`src/inc/mft_pkg.sv`:
```
// package: register map, field layout and constants of the address filter and tally block
package mft_pkg;
    // ==========================================================
    // register byte addresses (word aligned, data in low byte)
    localparam logic [7:0] OFS_RSTART_LO = 8'h00;
    localparam logic [7:0] OFS_RSTART_HI = 8'h04;
    localparam logic [7:0] OFS_RCOUNT_LO = 8'h08;
    localparam logic [7:0] OFS_RCOUNT_HI = 8'h0C;
    localparam logic [7:0] OFS_RADDR_LO = 8'h10;
    localparam logic [7:0] OFS_RADDR_HI = 8'h14;
    localparam logic [7:0] OFS_RCTRL = 8'h18;
    localparam logic [7:0] OFS_MODE = 8'h1C;
    localparam logic [7:0] OFS_STATION0 = 8'h20;
    localparam logic [7:0] OFS_HASH0 = 8'h40;
    localparam logic [7:0] OFS_ALIGN_TALLY = 8'h60;
    localparam logic [7:0] OFS_CRC_TALLY = 8'h64;
    localparam logic [7:0] OFS_LOST_TALLY = 8'h68;
    localparam logic [7:0] OFS_PEEK = 8'h6C;
    localparam logic [7:0] OFS_IRQ_STATUS = 8'h70;
    localparam logic [7:0] OFS_IRQ_ENABLE = 8'h74;
    localparam logic [7:0] OFS_IRQ_CLEAR = 8'h78;
    // ==========================================================
    // fields
    localparam int RCTRL_START_BIT = 0;
    localparam int RCTRL_WORD_BIT = 1;
    localparam int MODE_MONITOR_BIT = 0;
    localparam int MODE_LOOP_LO_BIT = 1;
    localparam int MODE_LOOP_HI_BIT = 2;
    localparam int IRQ_RDONE_BIT = 0;
    localparam int IRQ_TALLY_BIT = 1;
    localparam int IRQ_WIDTH = 2;
    // ==========================================================
    // values
    localparam logic [7:0] TALLY_MAX = 8'hC0;
    localparam logic [31:0] CRC_INIT = 32'hFFFFFFFF;
    localparam logic [31:0] CRC_POLY = 32'h04C11DB7;
    localparam int DA_BITS = 48;
    localparam int PEEK_DEPTH = 8;
    localparam logic [7:0] RESET_BYTE = 8'h00;
    localparam logic [15:0] RESET_WORD = 16'h0000;
    typedef enum logic [1:0] {MFT_IDLE, MFT_XFER} mft_rstate_t;
endpackage

```
`src/inc/mft_tally_if.sv`:
```
// interface: event and clear lines between top and one tally counter
interface mft_tally_if;
    logic bump;
    logic clear;
    logic [7:0] value;
    logic at_max;
    modport owner (output bump, output clear, input value, input at_max);
    modport counter (input bump, input clear, output value, output at_max);
endinterface

```
`src/mft_tally.sv`:
```
// saturating clear-on-read tally counter
module mft_tally
    import mft_pkg::*;
(
    // clock and reset
    input wire logic CLK,
    input wire logic RST_N,
    // control
    mft_tally_if.counter tif
);
    logic [7:0] cnt_r;
    // ==========================================================
    // counter
    // a bump in the clearing cycle is kept as a count of one so no event is lost
    always_ff @(posedge CLK) begin
        if (!RST_N) begin
            cnt_r <= RESET_BYTE;
        end else if (tif.clear) begin
            cnt_r <= tif.bump ? 8'h01 : RESET_BYTE;
        end else if (tif.bump && cnt_r != TALLY_MAX) begin
            cnt_r <= cnt_r + 8'h01;
        end
    end
    assign tif.value = cnt_r;
    assign tif.at_max = (cnt_r == TALLY_MAX);
    a_tally_saturates: assert property (@(posedge CLK) disable iff (!RST_N)
        (cnt_r == TALLY_MAX && !tif.clear) |=> cnt_r == TALLY_MAX)
        else $error("tally moved past its ceiling");
    a_tally_clears: assert property (@(posedge CLK) disable iff (!RST_N)
        (tif.clear && !tif.bump) |=> cnt_r == 8'h00)
        else $error("tally not cleared by read");
endmodule

```
`src/mft_top.sv`:
```
// top: remote dma pointers, station and hash filters, tallies and loopback peek over apb
//
// The register offsets and the APB slave port were chosen for this implementation.
module mft_top
    import mft_pkg::*;
(
    // clock and reset
    input wire logic CLK,
    input wire logic RST_N,
    // apb slave
    input wire logic PSEL,
    input wire logic PENABLE,
    input wire logic PWRITE,
    input wire logic [7:0] PADDR,
    input wire logic [31:0] PWDATA,
    output logic [31:0] PRDATA,
    output logic PREADY,
    output logic PSLVERR,
    // receive path
    input wire logic RX_BIT_VALID,
    input wire logic RX_BIT,
    input wire logic RX_FRAME_START,
    input wire logic RX_FRAME_END,
    input wire logic RX_CRC_ERR,
    input wire logic RX_ALIGN_ERR,
    input wire logic RX_NO_BUFFER,
    // remote dma data mover
    input wire logic RDMA_STEP,
    output logic RDMA_ACTIVE,
    output logic RDMA_WORD,
    output logic [15:0] RDMA_ADDR,
    // loopback transmit bytes
    input wire logic TX_BYTE_VALID,
    input wire logic [7:0] TX_BYTE,
    // filter result and interrupt
    output logic ADDR_MATCH,
    output logic ADDR_MATCH_VALID,
    output logic IRQ
);
    // ==========================================================
    // registers
    logic [15:0] rstart_r, rcount_r, raddr_r;
    logic rword_r, monitor_r;
    logic [1:0] loop_r;
    logic [7:0] station_r [6];
    logic [7:0] hash_r [8];
    logic [7:0] peek_r [PEEK_DEPTH];
    logic [2:0] peek_wr_r, peek_rd_r;
    logic [IRQ_WIDTH-1:0] irq_stat_r, irq_en_r;
    logic [31:0] prdata_r;
    logic pready_r, pslverr_r;
    mft_rstate_t rstate_r;
    logic [31:0] crc_r;
    logic [47:0] da_r;
    logic [5:0] bitcnt_r;
    logic [5:0] hash_idx_r;
    logic da_done_r, match_r, match_valid_r;
    // ==========================================================
    // apb decode
    logic acc, wr, rd, mapped;
    logic [7:0] wbyte;
    assign acc = PSEL && PENABLE && !pready_r;
    // writes land on the completing edge, when the master sees pready high
    assign wr = PSEL && PENABLE && PWRITE && pready_r;
    assign rd = acc && !PWRITE;
    assign wbyte = PWDATA[7:0];
    always_comb begin
        mapped = 1'b0;
        if (PADDR <= OFS_IRQ_CLEAR && PADDR[1:0] == 2'b00) begin
            mapped = (PADDR < (OFS_STATION0 + 8'h18)) || (PADDR >= OFS_HASH0);
        end
    end
    // ==========================================================
    // remote dma
    logic rstart_cmd, rstep_ok;
    logic [15:0] rdelta;
    assign rstart_cmd = wr && PADDR == OFS_RCTRL && wbyte[RCTRL_START_BIT];
    assign rstep_ok = (rstate_r == MFT_XFER) && RDMA_STEP;
    assign rdelta = rword_r ? 16'h0002 : 16'h0001;
    always_ff @(posedge CLK) begin
        if (!RST_N) begin
            rstart_r <= RESET_WORD;
            rcount_r <= RESET_WORD;
            raddr_r <= RESET_WORD;
            rword_r <= 1'b0;
            rstate_r <= MFT_IDLE;
        end else begin
            case (rstate_r)
                MFT_IDLE: begin
                    if (wr && PADDR == OFS_RSTART_LO) rstart_r[7:0] <= wbyte;
                    if (wr && PADDR == OFS_RSTART_HI) rstart_r[15:8] <= wbyte;
                    if (wr && PADDR == OFS_RCOUNT_LO) rcount_r[7:0] <= wbyte;
                    if (wr && PADDR == OFS_RCOUNT_HI) rcount_r[15:8] <= wbyte;
                    if (rstart_cmd) begin
                        rword_r <= wbyte[RCTRL_WORD_BIT];
                        raddr_r <= rstart_r;
                        if (rcount_r != RESET_WORD) rstate_r <= MFT_XFER;
                    end
                end
                MFT_XFER: begin
                    if (rstep_ok) begin
                        raddr_r <= raddr_r + rdelta;
                        // a word step on an odd remainder just empties the count
                        if (rcount_r <= rdelta) begin
                            rcount_r <= RESET_WORD;
                            rstate_r <= MFT_IDLE;
                        end else begin
                            rcount_r <= rcount_r - rdelta;
                        end
                    end
                end
                default: rstate_r <= MFT_IDLE;
            endcase
        end
    end
    always_ff @(posedge CLK) begin
        if (!RST_N) begin
            RDMA_ACTIVE <= 1'b0;
            RDMA_WORD <= 1'b0;
            RDMA_ADDR <= RESET_WORD;
        end else begin
            RDMA_ACTIVE <= (rstate_r == MFT_XFER) && !(rstep_ok && rcount_r <= rdelta);
            RDMA_WORD <= rword_r;
            RDMA_ADDR <= rstep_ok ? raddr_r + rdelta : raddr_r;
        end
    end
    a_rdma_step: assert property (@(posedge CLK) disable iff (!RST_N)
        rstep_ok |=> raddr_r == $past(raddr_r) + (rword_r ? 16'h0002 : 16'h0001))
        else $error("remote address stepped wrongly");
    a_rdma_end: assert property (@(posedge CLK) disable iff (!RST_N)
        (rstep_ok && rcount_r <= rdelta) |=> rstate_r == MFT_IDLE && rcount_r == 16'h0000)
        else $error("remote transfer did not end at zero");
    a_rdma_count: assert property (@(posedge CLK) disable iff (!RST_N)
        (rstep_ok && rcount_r > rdelta) |=> rcount_r == $past(rcount_r) - $past(rdelta))
        else $error("remote count stepped wrongly");
    // ==========================================================
    // control, station address and hash filter registers
    always_ff @(posedge CLK) begin
        if (!RST_N) begin
            monitor_r <= 1'b0;
            loop_r <= 2'b00;
            for (int i = 0; i < 6; i++) station_r[i] <= RESET_BYTE;
            for (int i = 0; i < 8; i++) hash_r[i] <= RESET_BYTE;
        end else if (wr) begin
            if (PADDR == OFS_MODE) begin
                monitor_r <= wbyte[MODE_MONITOR_BIT];
                loop_r <= wbyte[MODE_LOOP_HI_BIT:MODE_LOOP_LO_BIT];
            end
            for (int i = 0; i < 6; i++) begin
                if (PADDR == OFS_STATION0 + 8'(4 * i)) station_r[i] <= wbyte;
            end
            for (int i = 0; i < 8; i++) begin
                if (PADDR == OFS_HASH0 + 8'(4 * i)) hash_r[i] <= wbyte;
            end
        end
    end
    // ==========================================================
    // receive address filter: bit serial, least significant bit first
    logic crc_fb;
    logic [47:0] da_full;
    logic [5:0] hidx;
    logic station_hit, hash_hit;
    assign crc_fb = crc_r[31] ^ RX_BIT;
    assign da_full = {RX_BIT, da_r[47:1]};
    always_ff @(posedge CLK) begin
        if (!RST_N || RX_FRAME_START) begin
            crc_r <= CRC_INIT;
            da_r <= 48'h000000000000;
            bitcnt_r <= 6'h00;
            da_done_r <= 1'b0;
            hash_idx_r <= 6'h00;
        end else if (RX_BIT_VALID && !da_done_r) begin
            crc_r <= {crc_r[30:0], 1'b0} ^ (crc_fb ? CRC_POLY : 32'h00000000);
            da_r <= da_full;
            bitcnt_r <= bitcnt_r + 6'h01;
            if (bitcnt_r == 6'(DA_BITS - 1)) begin
                da_done_r <= 1'b1;
                hash_idx_r <= crc_r[30:25] ^ (crc_fb ? CRC_POLY[31:26] : 6'h00);
            end
        end
    end
    assign hidx = hash_idx_r;
    always_comb begin
        station_hit = 1'b1;
        for (int i = 0; i < 6; i++) begin
            if (da_r[8*i +: 8] != station_r[i]) station_hit = 1'b0;
        end
        hash_hit = hash_r[hidx[5:3]][hidx[2:0]];
    end
    logic da_evt;
    assign da_evt = RX_BIT_VALID && !da_done_r && bitcnt_r == 6'(DA_BITS - 1) && !RX_FRAME_START && RST_N;
    // the match is judged the cycle after the last address bit is shifted in
    logic judge_r;
    always_ff @(posedge CLK) begin
        if (!RST_N || RX_FRAME_START) begin
            judge_r <= 1'b0;
            match_r <= 1'b0;
            match_valid_r <= 1'b0;
        end else begin
            judge_r <= da_evt;
            if (judge_r) begin
                match_valid_r <= 1'b1;
                match_r <= da_r[0] ? hash_hit : station_hit;
            end
        end
    end
    always_ff @(posedge CLK) begin
        if (!RST_N) begin
            ADDR_MATCH <= 1'b0;
            ADDR_MATCH_VALID <= 1'b0;
        end else begin
            ADDR_MATCH <= match_r;
            ADDR_MATCH_VALID <= match_valid_r;
        end
    end
    a_match_hash: assert property (@(posedge CLK) disable iff (!RST_N)
        (judge_r && !RX_FRAME_START && da_r[0]) |=> match_r == $past(hash_hit))
        else $error("multicast decision ignores filter bit");
    a_match_station: assert property (@(posedge CLK) disable iff (!RST_N)
        (judge_r && !RX_FRAME_START && !da_r[0]) |=> match_r == $past(station_hit))
        else $error("physical decision ignores station address");
    // ==========================================================
    // tallies
    mft_tally_if align_if ();
    mft_tally_if crc_if ();
    mft_tally_if lost_if ();
    logic recog_end;
    assign recog_end = RX_FRAME_END && match_valid_r && match_r;
    assign align_if.bump = recog_end && RX_ALIGN_ERR;
    assign crc_if.bump = recog_end && RX_CRC_ERR && !RX_ALIGN_ERR;
    assign lost_if.bump = monitor_r ? recog_end : (RX_FRAME_END && RX_NO_BUFFER);
    assign align_if.clear = rd && PADDR == OFS_ALIGN_TALLY;
    assign crc_if.clear = rd && PADDR == OFS_CRC_TALLY;
    assign lost_if.clear = rd && PADDR == OFS_LOST_TALLY;
    mft_tally u_align (.CLK(CLK), .RST_N(RST_N), .tif(align_if));
    mft_tally u_crc (.CLK(CLK), .RST_N(RST_N), .tif(crc_if));
    mft_tally u_lost (.CLK(CLK), .RST_N(RST_N), .tif(lost_if));
    a_lost_monitor: assert property (@(posedge CLK) disable iff (!RST_N)
        (monitor_r && recog_end && !lost_if.clear && !lost_if.at_max)
        |=> lost_if.value == $past(lost_if.value) + 8'h01)
        else $error("monitor mode match not counted");
    // ==========================================================
    // loopback peek ring: keeps the last eight transmitted bytes
    logic peek_rd;
    assign peek_rd = rd && PADDR == OFS_PEEK && loop_r != 2'b00;
    always_ff @(posedge CLK) begin
        if (!RST_N) begin
            peek_wr_r <= 3'h0;
            peek_rd_r <= 3'h0;
            for (int i = 0; i < PEEK_DEPTH; i++) peek_r[i] <= RESET_BYTE;
        end else begin
            if (TX_BYTE_VALID && loop_r != 2'b00) begin
                peek_r[peek_wr_r] <= TX_BYTE;
                peek_wr_r <= peek_wr_r + 3'h1;
                peek_rd_r <= peek_wr_r + 3'h1;
            end else if (peek_rd) begin
                peek_rd_r <= peek_rd_r + 3'h1;
            end
        end
    end
    // ==========================================================
    // interrupts: set wins over clear
    logic [IRQ_WIDTH-1:0] irq_set, irq_clr;
    assign irq_set[IRQ_RDONE_BIT] = rstep_ok && rcount_r <= rdelta;
    assign irq_set[IRQ_TALLY_BIT] = (align_if.bump || crc_if.bump || lost_if.bump);
    assign irq_clr = (wr && PADDR == OFS_IRQ_CLEAR) ? wbyte[IRQ_WIDTH-1:0] : '0;
    always_ff @(posedge CLK) begin
        if (!RST_N) begin
            irq_stat_r <= '0;
            irq_en_r <= '0;
            IRQ <= 1'b0;
        end else begin
            irq_stat_r <= (irq_stat_r & ~irq_clr) | irq_set;
            if (wr && PADDR == OFS_IRQ_ENABLE) irq_en_r <= wbyte[IRQ_WIDTH-1:0];
            IRQ <= |(irq_stat_r & irq_en_r);
        end
    end
    // ==========================================================
    // apb read and answer: one wait cycle, answer on the second access edge
    logic [7:0] rbyte;
    always_comb begin
        rbyte = RESET_BYTE;
        case (PADDR)
            OFS_RSTART_LO: rbyte = rstart_r[7:0];
            OFS_RSTART_HI: rbyte = rstart_r[15:8];
            OFS_RCOUNT_LO: rbyte = rcount_r[7:0];
            OFS_RCOUNT_HI: rbyte = rcount_r[15:8];
            OFS_RADDR_LO: rbyte = raddr_r[7:0];
            OFS_RADDR_HI: rbyte = raddr_r[15:8];
            OFS_RCTRL: rbyte = {6'h00, rword_r, rstate_r == MFT_XFER};
            OFS_MODE: rbyte = {5'h00, loop_r, monitor_r};
            OFS_ALIGN_TALLY: rbyte = align_if.value;
            OFS_CRC_TALLY: rbyte = crc_if.value;
            OFS_LOST_TALLY: rbyte = lost_if.value;
            OFS_PEEK: rbyte = peek_r[peek_rd_r];
            OFS_IRQ_STATUS: rbyte = {6'h00, irq_stat_r};
            OFS_IRQ_ENABLE: rbyte = {6'h00, irq_en_r};
            default: begin
                for (int i = 0; i < 6; i++) begin
                    if (PADDR == OFS_STATION0 + 8'(4 * i)) rbyte = station_r[i];
                end
                for (int i = 0; i < 8; i++) begin
                    if (PADDR == OFS_HASH0 + 8'(4 * i)) rbyte = hash_r[i];
                end
            end
        endcase
    end
    always_ff @(posedge CLK) begin
        if (!RST_N) begin
            pready_r <= 1'b0;
            pslverr_r <= 1'b0;
            prdata_r <= 32'h00000000;
        end else begin
            pready_r <= acc;
            pslverr_r <= acc && !mapped;
            if (rd) prdata_r <= {24'h000000, rbyte};
        end
    end
    assign PREADY = pready_r;
    assign PSLVERR = pslverr_r;
    assign PRDATA = prdata_r;
    a_apb_one_wait: assert property (@(posedge CLK) disable iff (!RST_N)
        (PSEL && PENABLE && !PREADY) |=> PREADY)
        else $error("apb answer not one cycle after access");
endmodule

```
`config.mk`:
```
export PLATFORM = sky130hd
export DESIGN_NAME = mft_top
export DESIGN_NICKNAME = d
export VERILOG_FILES = /design/src/inc/mft_pkg.sv /design/src/inc/mft_tally_if.sv /design/src/mft_tally.sv /design/src/mft_top.sv
export SDC_FILE = /design/constraint.sdc
export NUM_CORES = 1
export LEC_CHECK = 0
export BUFFER_PORTS_ARGS = -buffer_cell sky130_fd_sc_hd__buf_2
export CORE_ASPECT_RATIO = 1.2
export CORE_MARGIN = 2
export CORE_UTILIZATION = 40
export CTS_CLUSTER_SIZE = 20
export DETAILED_ROUTE_END_ITERATION = 10
export MAX_ROUTING_LAYER = met4
export PLACE_DENSITY = 0.65
export SYNTH_ARGS = -nofsm -noshare
export SYNTH_HDL_FRONTEND = slang
export SYNTH_SLANG_ARGS = --single-unit
```
`constraint.sdc`:
```
create_clock -name CLK -period 3.4 [get_ports CLK]
set_clock_uncertainty 0.2 [all_clocks]
set_input_delay 0.68 -clock CLK [delete_from_list [all_inputs] [get_ports CLK]]
set_output_delay 0.68 -clock CLK [all_outputs]
set_load 0.05 [all_outputs]
```
* Word-level counts from Yosys, hierarchy flattened
Memories as Yosys holds them, arrays and structs flattened. A register that Yosys moved wholly into a read port is not among the register bits.
Index checks and enable logic that the tools add are counted.
** Word-level totals
- Bits in registers :: 215
- Latch bits :: 0
- Memory bits (writable) :: 176
- Memory bits (read-only) :: 0
- Input bits :: 62
- Output and inout bits :: 55
- Word-level logic and storage cells :: 320
- Memories kept :: 3
** Operators by class
- Add/subtract/negate cells :: 8
- $mul :: 0
- Div/mod/pow operators :: 0
- $lt $le $gt $ge :: 5
- Equal/unequal tests :: 45
- Shifts and indexed selects :: 0
- Multiplexer cells :: 135
- Bitwise gates (word level) :: 21
- Reductions and logical operators :: 70
** Memories
- hash_r :: words 8, bits a word 8, read ports 9, clocked after memory_dff 1, wr ports 8, RTL line mft_top.sv:46 : logic [7:0] hash_r [8];
- peek_r :: words 8, bits a word 8, read ports 1, clocked after memory_dff 1, wr ports 8, RTL line mft_top.sv:47 : logic [7:0] peek_r [PEEK_DEPTH];
- station_r :: words 6, bits a word 8, read ports 6, clocked after memory_dff 0, wr ports 6, RTL line mft_top.sv:45 : logic [7:0] station_r [6];
** Operators with widths (count)
- 8-bit 2-to-1 mux :: 37
- 8-bit by 7-bit equality test with 1-bit output (second input constant) :: 15
- 8-bit one-hot mux with 14 select lines :: 1
- 1-bit 2-to-1 mux :: 75
- 16-bit 2-to-1 mux :: 4
- 16-bit one-hot mux with 2 select lines :: 2
- 8-bit by 6-bit equality test with 1-bit output (second input constant) :: 6
- 8-bit inequality test :: 6
- 1-bit logical AND :: 37
- 8-bit by 5-bit equality test with 1-bit output (second input constant) :: 4
- 32-bit by 27-bit bitwise XOR with 32-bit output :: 1
- 27-bit 2-to-1 mux :: 1
- 8-bit by 1-bit adder with 8-bit output (second input constant) :: 3
- 8-bit inequality test (second input constant) :: 3
- 3-bit 2-to-1 mux :: 7
- 16-bit by 2-bit adder with 16-bit output :: 1
- 8-bit by 4-bit equality test with 1-bit output (second input constant) :: 2
- 16-bit by 2-bit <= comparator with 1-bit output :: 1
- 16-bit nonzero test :: 1
- 16-bit by 2-bit subtractor with 16-bit output :: 1
- 1-bit OR :: 14
- 2-bit 2-to-1 mux :: 6
- 2-bit AND reduction :: 6
- 2-bit nonzero test :: 6
- 26 further kinds :: 44

* Longest topological paths before layout
- Depth after elaboration :: 16
- Depth in mapped cells :: 10
- Mapped depth without buffers :: 9

* Hierarchy
Synthesis repeated with hierarchy kept, for this count alone.
** Second synthesis, totals
- Cell total of the unflattened synthesis :: 1976
- Area total of the unflattened synthesis :: 19321.0 um^2
** Modules (own cells, without submodules)
- mft_top :: times used 1, cells each 1820, area an instance 17988.5 um^2, seq. area each 9208.8 um^2
- mft_tally :: times used 3, cells each 52, area an instance 444.2 um^2, seq. area each 160.2 um^2

* Worst setup path after synthesis
OpenSTA, ideal clock, no wires.
- Path kind :: input port to flip-flop
- Start :: in PADDR[6]
- End :: mem hash_r[7][0], enable pin
- Setup time :: 384 ps
- Arrival :: 2148 ps
- Required time :: 2816 ps
- Setup slack :: 668 ps
- Cell stages on the path :: 6
- Buffers on the path :: 3
- Cell sequence :: buf_4 -> buf_2 -> and4bb_2 -> buf_2 -> nand2_1 -> o21ai_0
** RTL lines
- start, declared :: RTL line mft_top.sv:14 : input wire logic [7:0] PADDR,
- end, declared :: RTL line mft_top.sv:46

* Worst setup path in the final report
- Start :: reg rword_r
- End :: reg rcount_r[8]
** On the way
- Word-level cells in the longest chain between the ends :: 5
- Elaborated cells between the ends (all ways) :: 6
- Those cells by class :: add/sub: 1; order compare: 1; mux: 4
** Ends and longest elaborated chain
- start, declared :: RTL line mft_top.sv:43 : logic rword_r, monitor_r;
- start signal, assigned :: RTL line mft_top.sv:95 : rword_r <= wbyte[RCTRL_WORD_BIT];
- 2-bit 2-to-1 mux * :: RTL line mft_top.sv:79 : assign rdelta = rword_r ? 16'h0002 : 16'h0001;
- 16-bit by 2-bit subtractor with 16-bit output / 16-bit by 2-bit <= comparator with 1-bit output (equally long branches) :: RTL line mft_top.sv:108, mft_top.sv:104
- 16-bit 2-to-1 mux * :: RTL line mft_top.sv:104 : if (rcount_r <= rdelta) begin
- 16-bit 2-to-1 mux * :: RTL line mft_top.sv:101 : if (rstep_ok) begin
- 16-bit one-hot mux with 2 select lines * :: RTL line mft_top.sv:88 : case (rstate_r)
- end signal, assigned :: RTL line mft_top.sv:93 : if (wr && PADDR == OFS_RCOUNT_HI) rcount_r[15:8] <= wbyte;
- end signal, assigned :: RTL line mft_top.sv:108 : rcount_r <= rcount_r - rdelta;
- end, declared :: RTL line mft_top.sv:42 : logic [15:0] rstart_r, rcount_r, raddr_r;
Mark *: on every way between the ends. The rest lies on a longest branch, timed or not. The select of a mux whose other input is x is not followed.
A chain may end at the register's enable or synchronous reset.

==> impl_results.md <==
- Global-route wire length before repair: 90.53 mm
- Post-CTS Setup Inserts: 0
- Drt drc: 0
- Asr flop ratio synth: 0
- Die width: 205.8 um
- Number of global-route vias before repair: 15000
- Hold Crit Class: in -> reg
- H-tree depth: 2
- IO Pins: 117
- Via count: 15550
- PortBufs: 68
- Synth cell types: 91
- Vias per cell: 5.691
- Core Area: 0.04823 sq mm
- Post-cts sizing count: 0
- Logic pwr share: 0.065
- Most frequent cells in the layout: nand2_1, dfxtp_1, nor2_1
- Switching portion of total power: 0.2338
- Hold path start: RX_BIT
- Largest net degree at the start of global routing: 94
- Status: completed
- FF-to-FF End: rcount_r[8]$_SDFFE_PN0P_
- DR pass1 iterations: 6
- Hold Path End: da_r[47]$_SDFFE_PP0P_
- Crit. End Element: flip-flop
- Int Pwr: 8.248 mW
- Global placement routability congestion: 0.9872
- Switching power: 2.517 mW
- Final worst path period share: 0.8924
- Worst path most repeated cell: inv_1
- Max-Cap Viols: 0
- Drt total wl: 60.24 mm
- Hold Fails Final Rpt: 0
- Pleak: 7.993 nW
- Post-Syn Instances: 1990
- Warnings, synthesis: 0
- Post-Syn Area per Cell: 9.825 sq um
- CTS Root Cell: clkbuf_16
- Longest Clk Path Bufs: 3
- # setup viols final: 0
- Critical-path cell list: inv_1 > ha_1 > inv_1 > fa_1 > a211o_1 > o21ai_4 > o21ai_0 > a22oi_1 > nor2b_1
- Most used DFF post-synth: dfxtp_1
- All-Layer GR Usage: 0.2440
- Area leader, netlist: edfxtp_1
- Synthesized area: 0.01955 sq mm
- Initial Util: 0.4054
- # hold bufs at CTS: 0
- CP peak stage delay: 0.54 ns
- RSZ-0062 raised after global routing: no
- Fmax: 0.3296 GHz
- PwrDens: 483.2 mW/mm^2
- Critical Path AT: 3.31 ns
- DRT iter0 DRCs: 1534
- Skew-Pair Late Insertion Delay: 0.58 ns
- Final Max Slew Viols: 0
- Top-area cell type share of the netlist area: 0.2703
- Setup tns final: 0 ns
- Worst Path Required: 3.67 ns
- R2R Setup Slk: 0.37 ns
- Startpoint types: flip-flop
- Worst slew pin tran: 0.9052 ns
- CP max FO: 28
- Synth Register Bits: 396
- Routed len/inst: 22.05 um
- Commonest non-fill, non-tap cell in the layout: nand2_1
- Rel. slew slack: 0.3966
- Num Clock Sinks: 396
- Die Y: 246.2 um
- CTS tree: yes
- Die area: 0.05067 sq mm
- Layout area overhead: 13.95%
- Synth area leaders: edfxtp_1, dfxtp_1, nand2_1
- DRT antenna net count: 0
- Reg2reg start: rword_r$_SDFFE_PN0P_
- Hold path depth: 3
- Post-layout minimum cycle time: 3.034 ns
- # fillers: 4566
- Clock Power Share: 0.456
- Maximum vdd drop: 0.4440 mV
- Final core utilization: 0.4620
- Share of layout cells above drive strength 1: 0.1418
- Post-DP HPWL: 44.85 mm
- Row count: 88
- Worst-path clk slew: 0.06 ns
- Kind of critical path: reg -> reg
- Reg power frac: 0.479
- Nets: 2145
- Worst-path cell with the longest stage delay: o21ai_4
- Num CTS Buffers: 43
- Antenna violations before repair: 3
- EDFF count, synth: 176
- Total congestion overflow: 0
- R2R depth: 9
- Sequential cell area fraction in the yosys report: 0.4956
==> state kept, by name, summed over array words and instances (netlist names), 2 cells and up, named ones only <==
name,flops
u_crc.tif.value,8
raddr_r,16
crc_r,32
hash_idx_r,6
PRDATA,8
station_r,48
irq_en_r,2
rcount_r,16
bitcnt_r,6
hash_r,64
da_r,48
rstart_r,16
irq_stat_r,2
RDMA_ADDR,16
peek_rd_r,3
loop_r,2
peek_wr_r,3
u_align.tif.value,8
u_lost.tif.value,8
peek_r,64
==> cells by family after synthesis <==
group,Yosys count,share of synthesized area
AND/OR/NAND/NOR,827,0.2094
flip-flops,396,0.4956
AO/OA/AOI/OAI,379,0.1298
buffers and inverters,197,0.04646
multiplexers,91,0.07065
XOR/XNOR,84,0.03763
adder cells (fa/ha/maj),15,0.01037
other,1,0.0001918
==> stage by stage <==
step	worst slack (ns)	area, sq um	power [mW]	hold WS, ns	cells
finish	0.3658	22280	10.77	0.2062	2732
global route	0.1817	22280	11.10	0.2006	2732
CTS	0.4047	22280	10.86	0.1846	2731
detailed placement	0.2734	20800	5.943	0.2597	2653
global placement	0.3548	20800	5.930	0.2481	2653
floorplan	0.6677	19640	5.683	0.2404	2013
==> Yosys cell counts (7+ instances only) <==
cell type	n
nand2_1	267
dfxtp_1	220
nor2_1	200
edfxtp_1	176
a21oi_1	94
and2_1	85
clkbuf_1	82
o21ai_0	68
nand3_1	57
nor2b_1	50
mux2i_1	48
inv_1	45
xnor2_1	45
xor2_1	39
mux4_2	37
a22oi_1	36
nor3_1	36
buf_2	33
buf_4	32
nand4_1	23
nand2b_1	21
a22o_1	20
o211ai_1	18
o22ai_1	17
or3_1	16
a31oi_1	15
nor4_1	14
a32oi_1	13
ha_1	13
a21boi_1	11
a211oi_1	9
a21boi_0	8
and3_1	7
nor3b_1	7
==> critical path: cells and delay by family, from the launching register on <==
kind / cells / cell delay [ns]
AO/OA/AOI/OAI: 4 / 1.30
AND/OR/NAND/NOR: 1 / 0.06
flip-flops: 1 / 0.36
adder cells (fa/ha/maj): 2 / 0.66
buffers and inverters: 2 / 0.32
==> final cells by class <==
| type | count | area (sq um) | area share |
|---|---|---|---|
| clock buffer | 58 | 1174 | 0.05268 |
| multi-input combinational | 1420 | 9067 | 0.4070 |
| inverter | 45 | 168.9 | 0.007581 |
| timing repair buffer | 162 | 1086 | 0.04874 |
| sequential | 396 | 9689 | 0.4349 |
| clock inverter | 20 | 304.0 | 0.01365 |
| antenna | 1 | 2.502 | 0.0001123 |
| tap | 630 | 788.3 | 0.03538 |
==> worst max path at each step <==
stage                         startpoint                         end  slack [ns]  depth (start not counted)
finish              rword_r$_SDFFE_PN0P_    rcount_r[8]$_SDFFE_PN0P_        0.37                          9
global route        rword_r$_SDFFE_PN0P_    rcount_r[8]$_SDFFE_PN0P_        0.18                          9
CTS                 rword_r$_SDFFE_PN0P_    rcount_r[8]$_SDFFE_PN0P_        0.40                          9
detailed placement              PADDR[2]  hash_r[2][1]$_SDFFCE_PN0P_        0.27                          5
global placement                PADDR[2]  hash_r[2][5]$_SDFFCE_PN0P_        0.35                          5
floorplan                       PADDR[6]      hash_r[7][0]$_DFFE_PP_        0.67                          6
==> power by group through the flow <==
| stage | clock network (mW) | registers [mW] | logic (mW) |
|---|---|---|---|
| final | 4.91 | 5.15 | 0.698 |
| after global routing | 5.20 | 5.16 | 0.742 |
| after CTS | 5.02 | 5.15 | 0.690 |
| after detailed placement | 0 | 5.25 | 0.688 |
| after global placement | 0 | 5.25 | 0.679 |
| after floorplan | 0 | 5.23 | 0.451 |
==> routing by layer <==
metal	up-vias	share of wire	global-route usage
met3	149	0.062	0.03677
met1	7567	0.39	0.2927
met2	603	0.49	0.4020
met5	-	0	-
li1	7230	-	-
met4	0	0.053	0.1168
(Power assumes the default switching activity.)
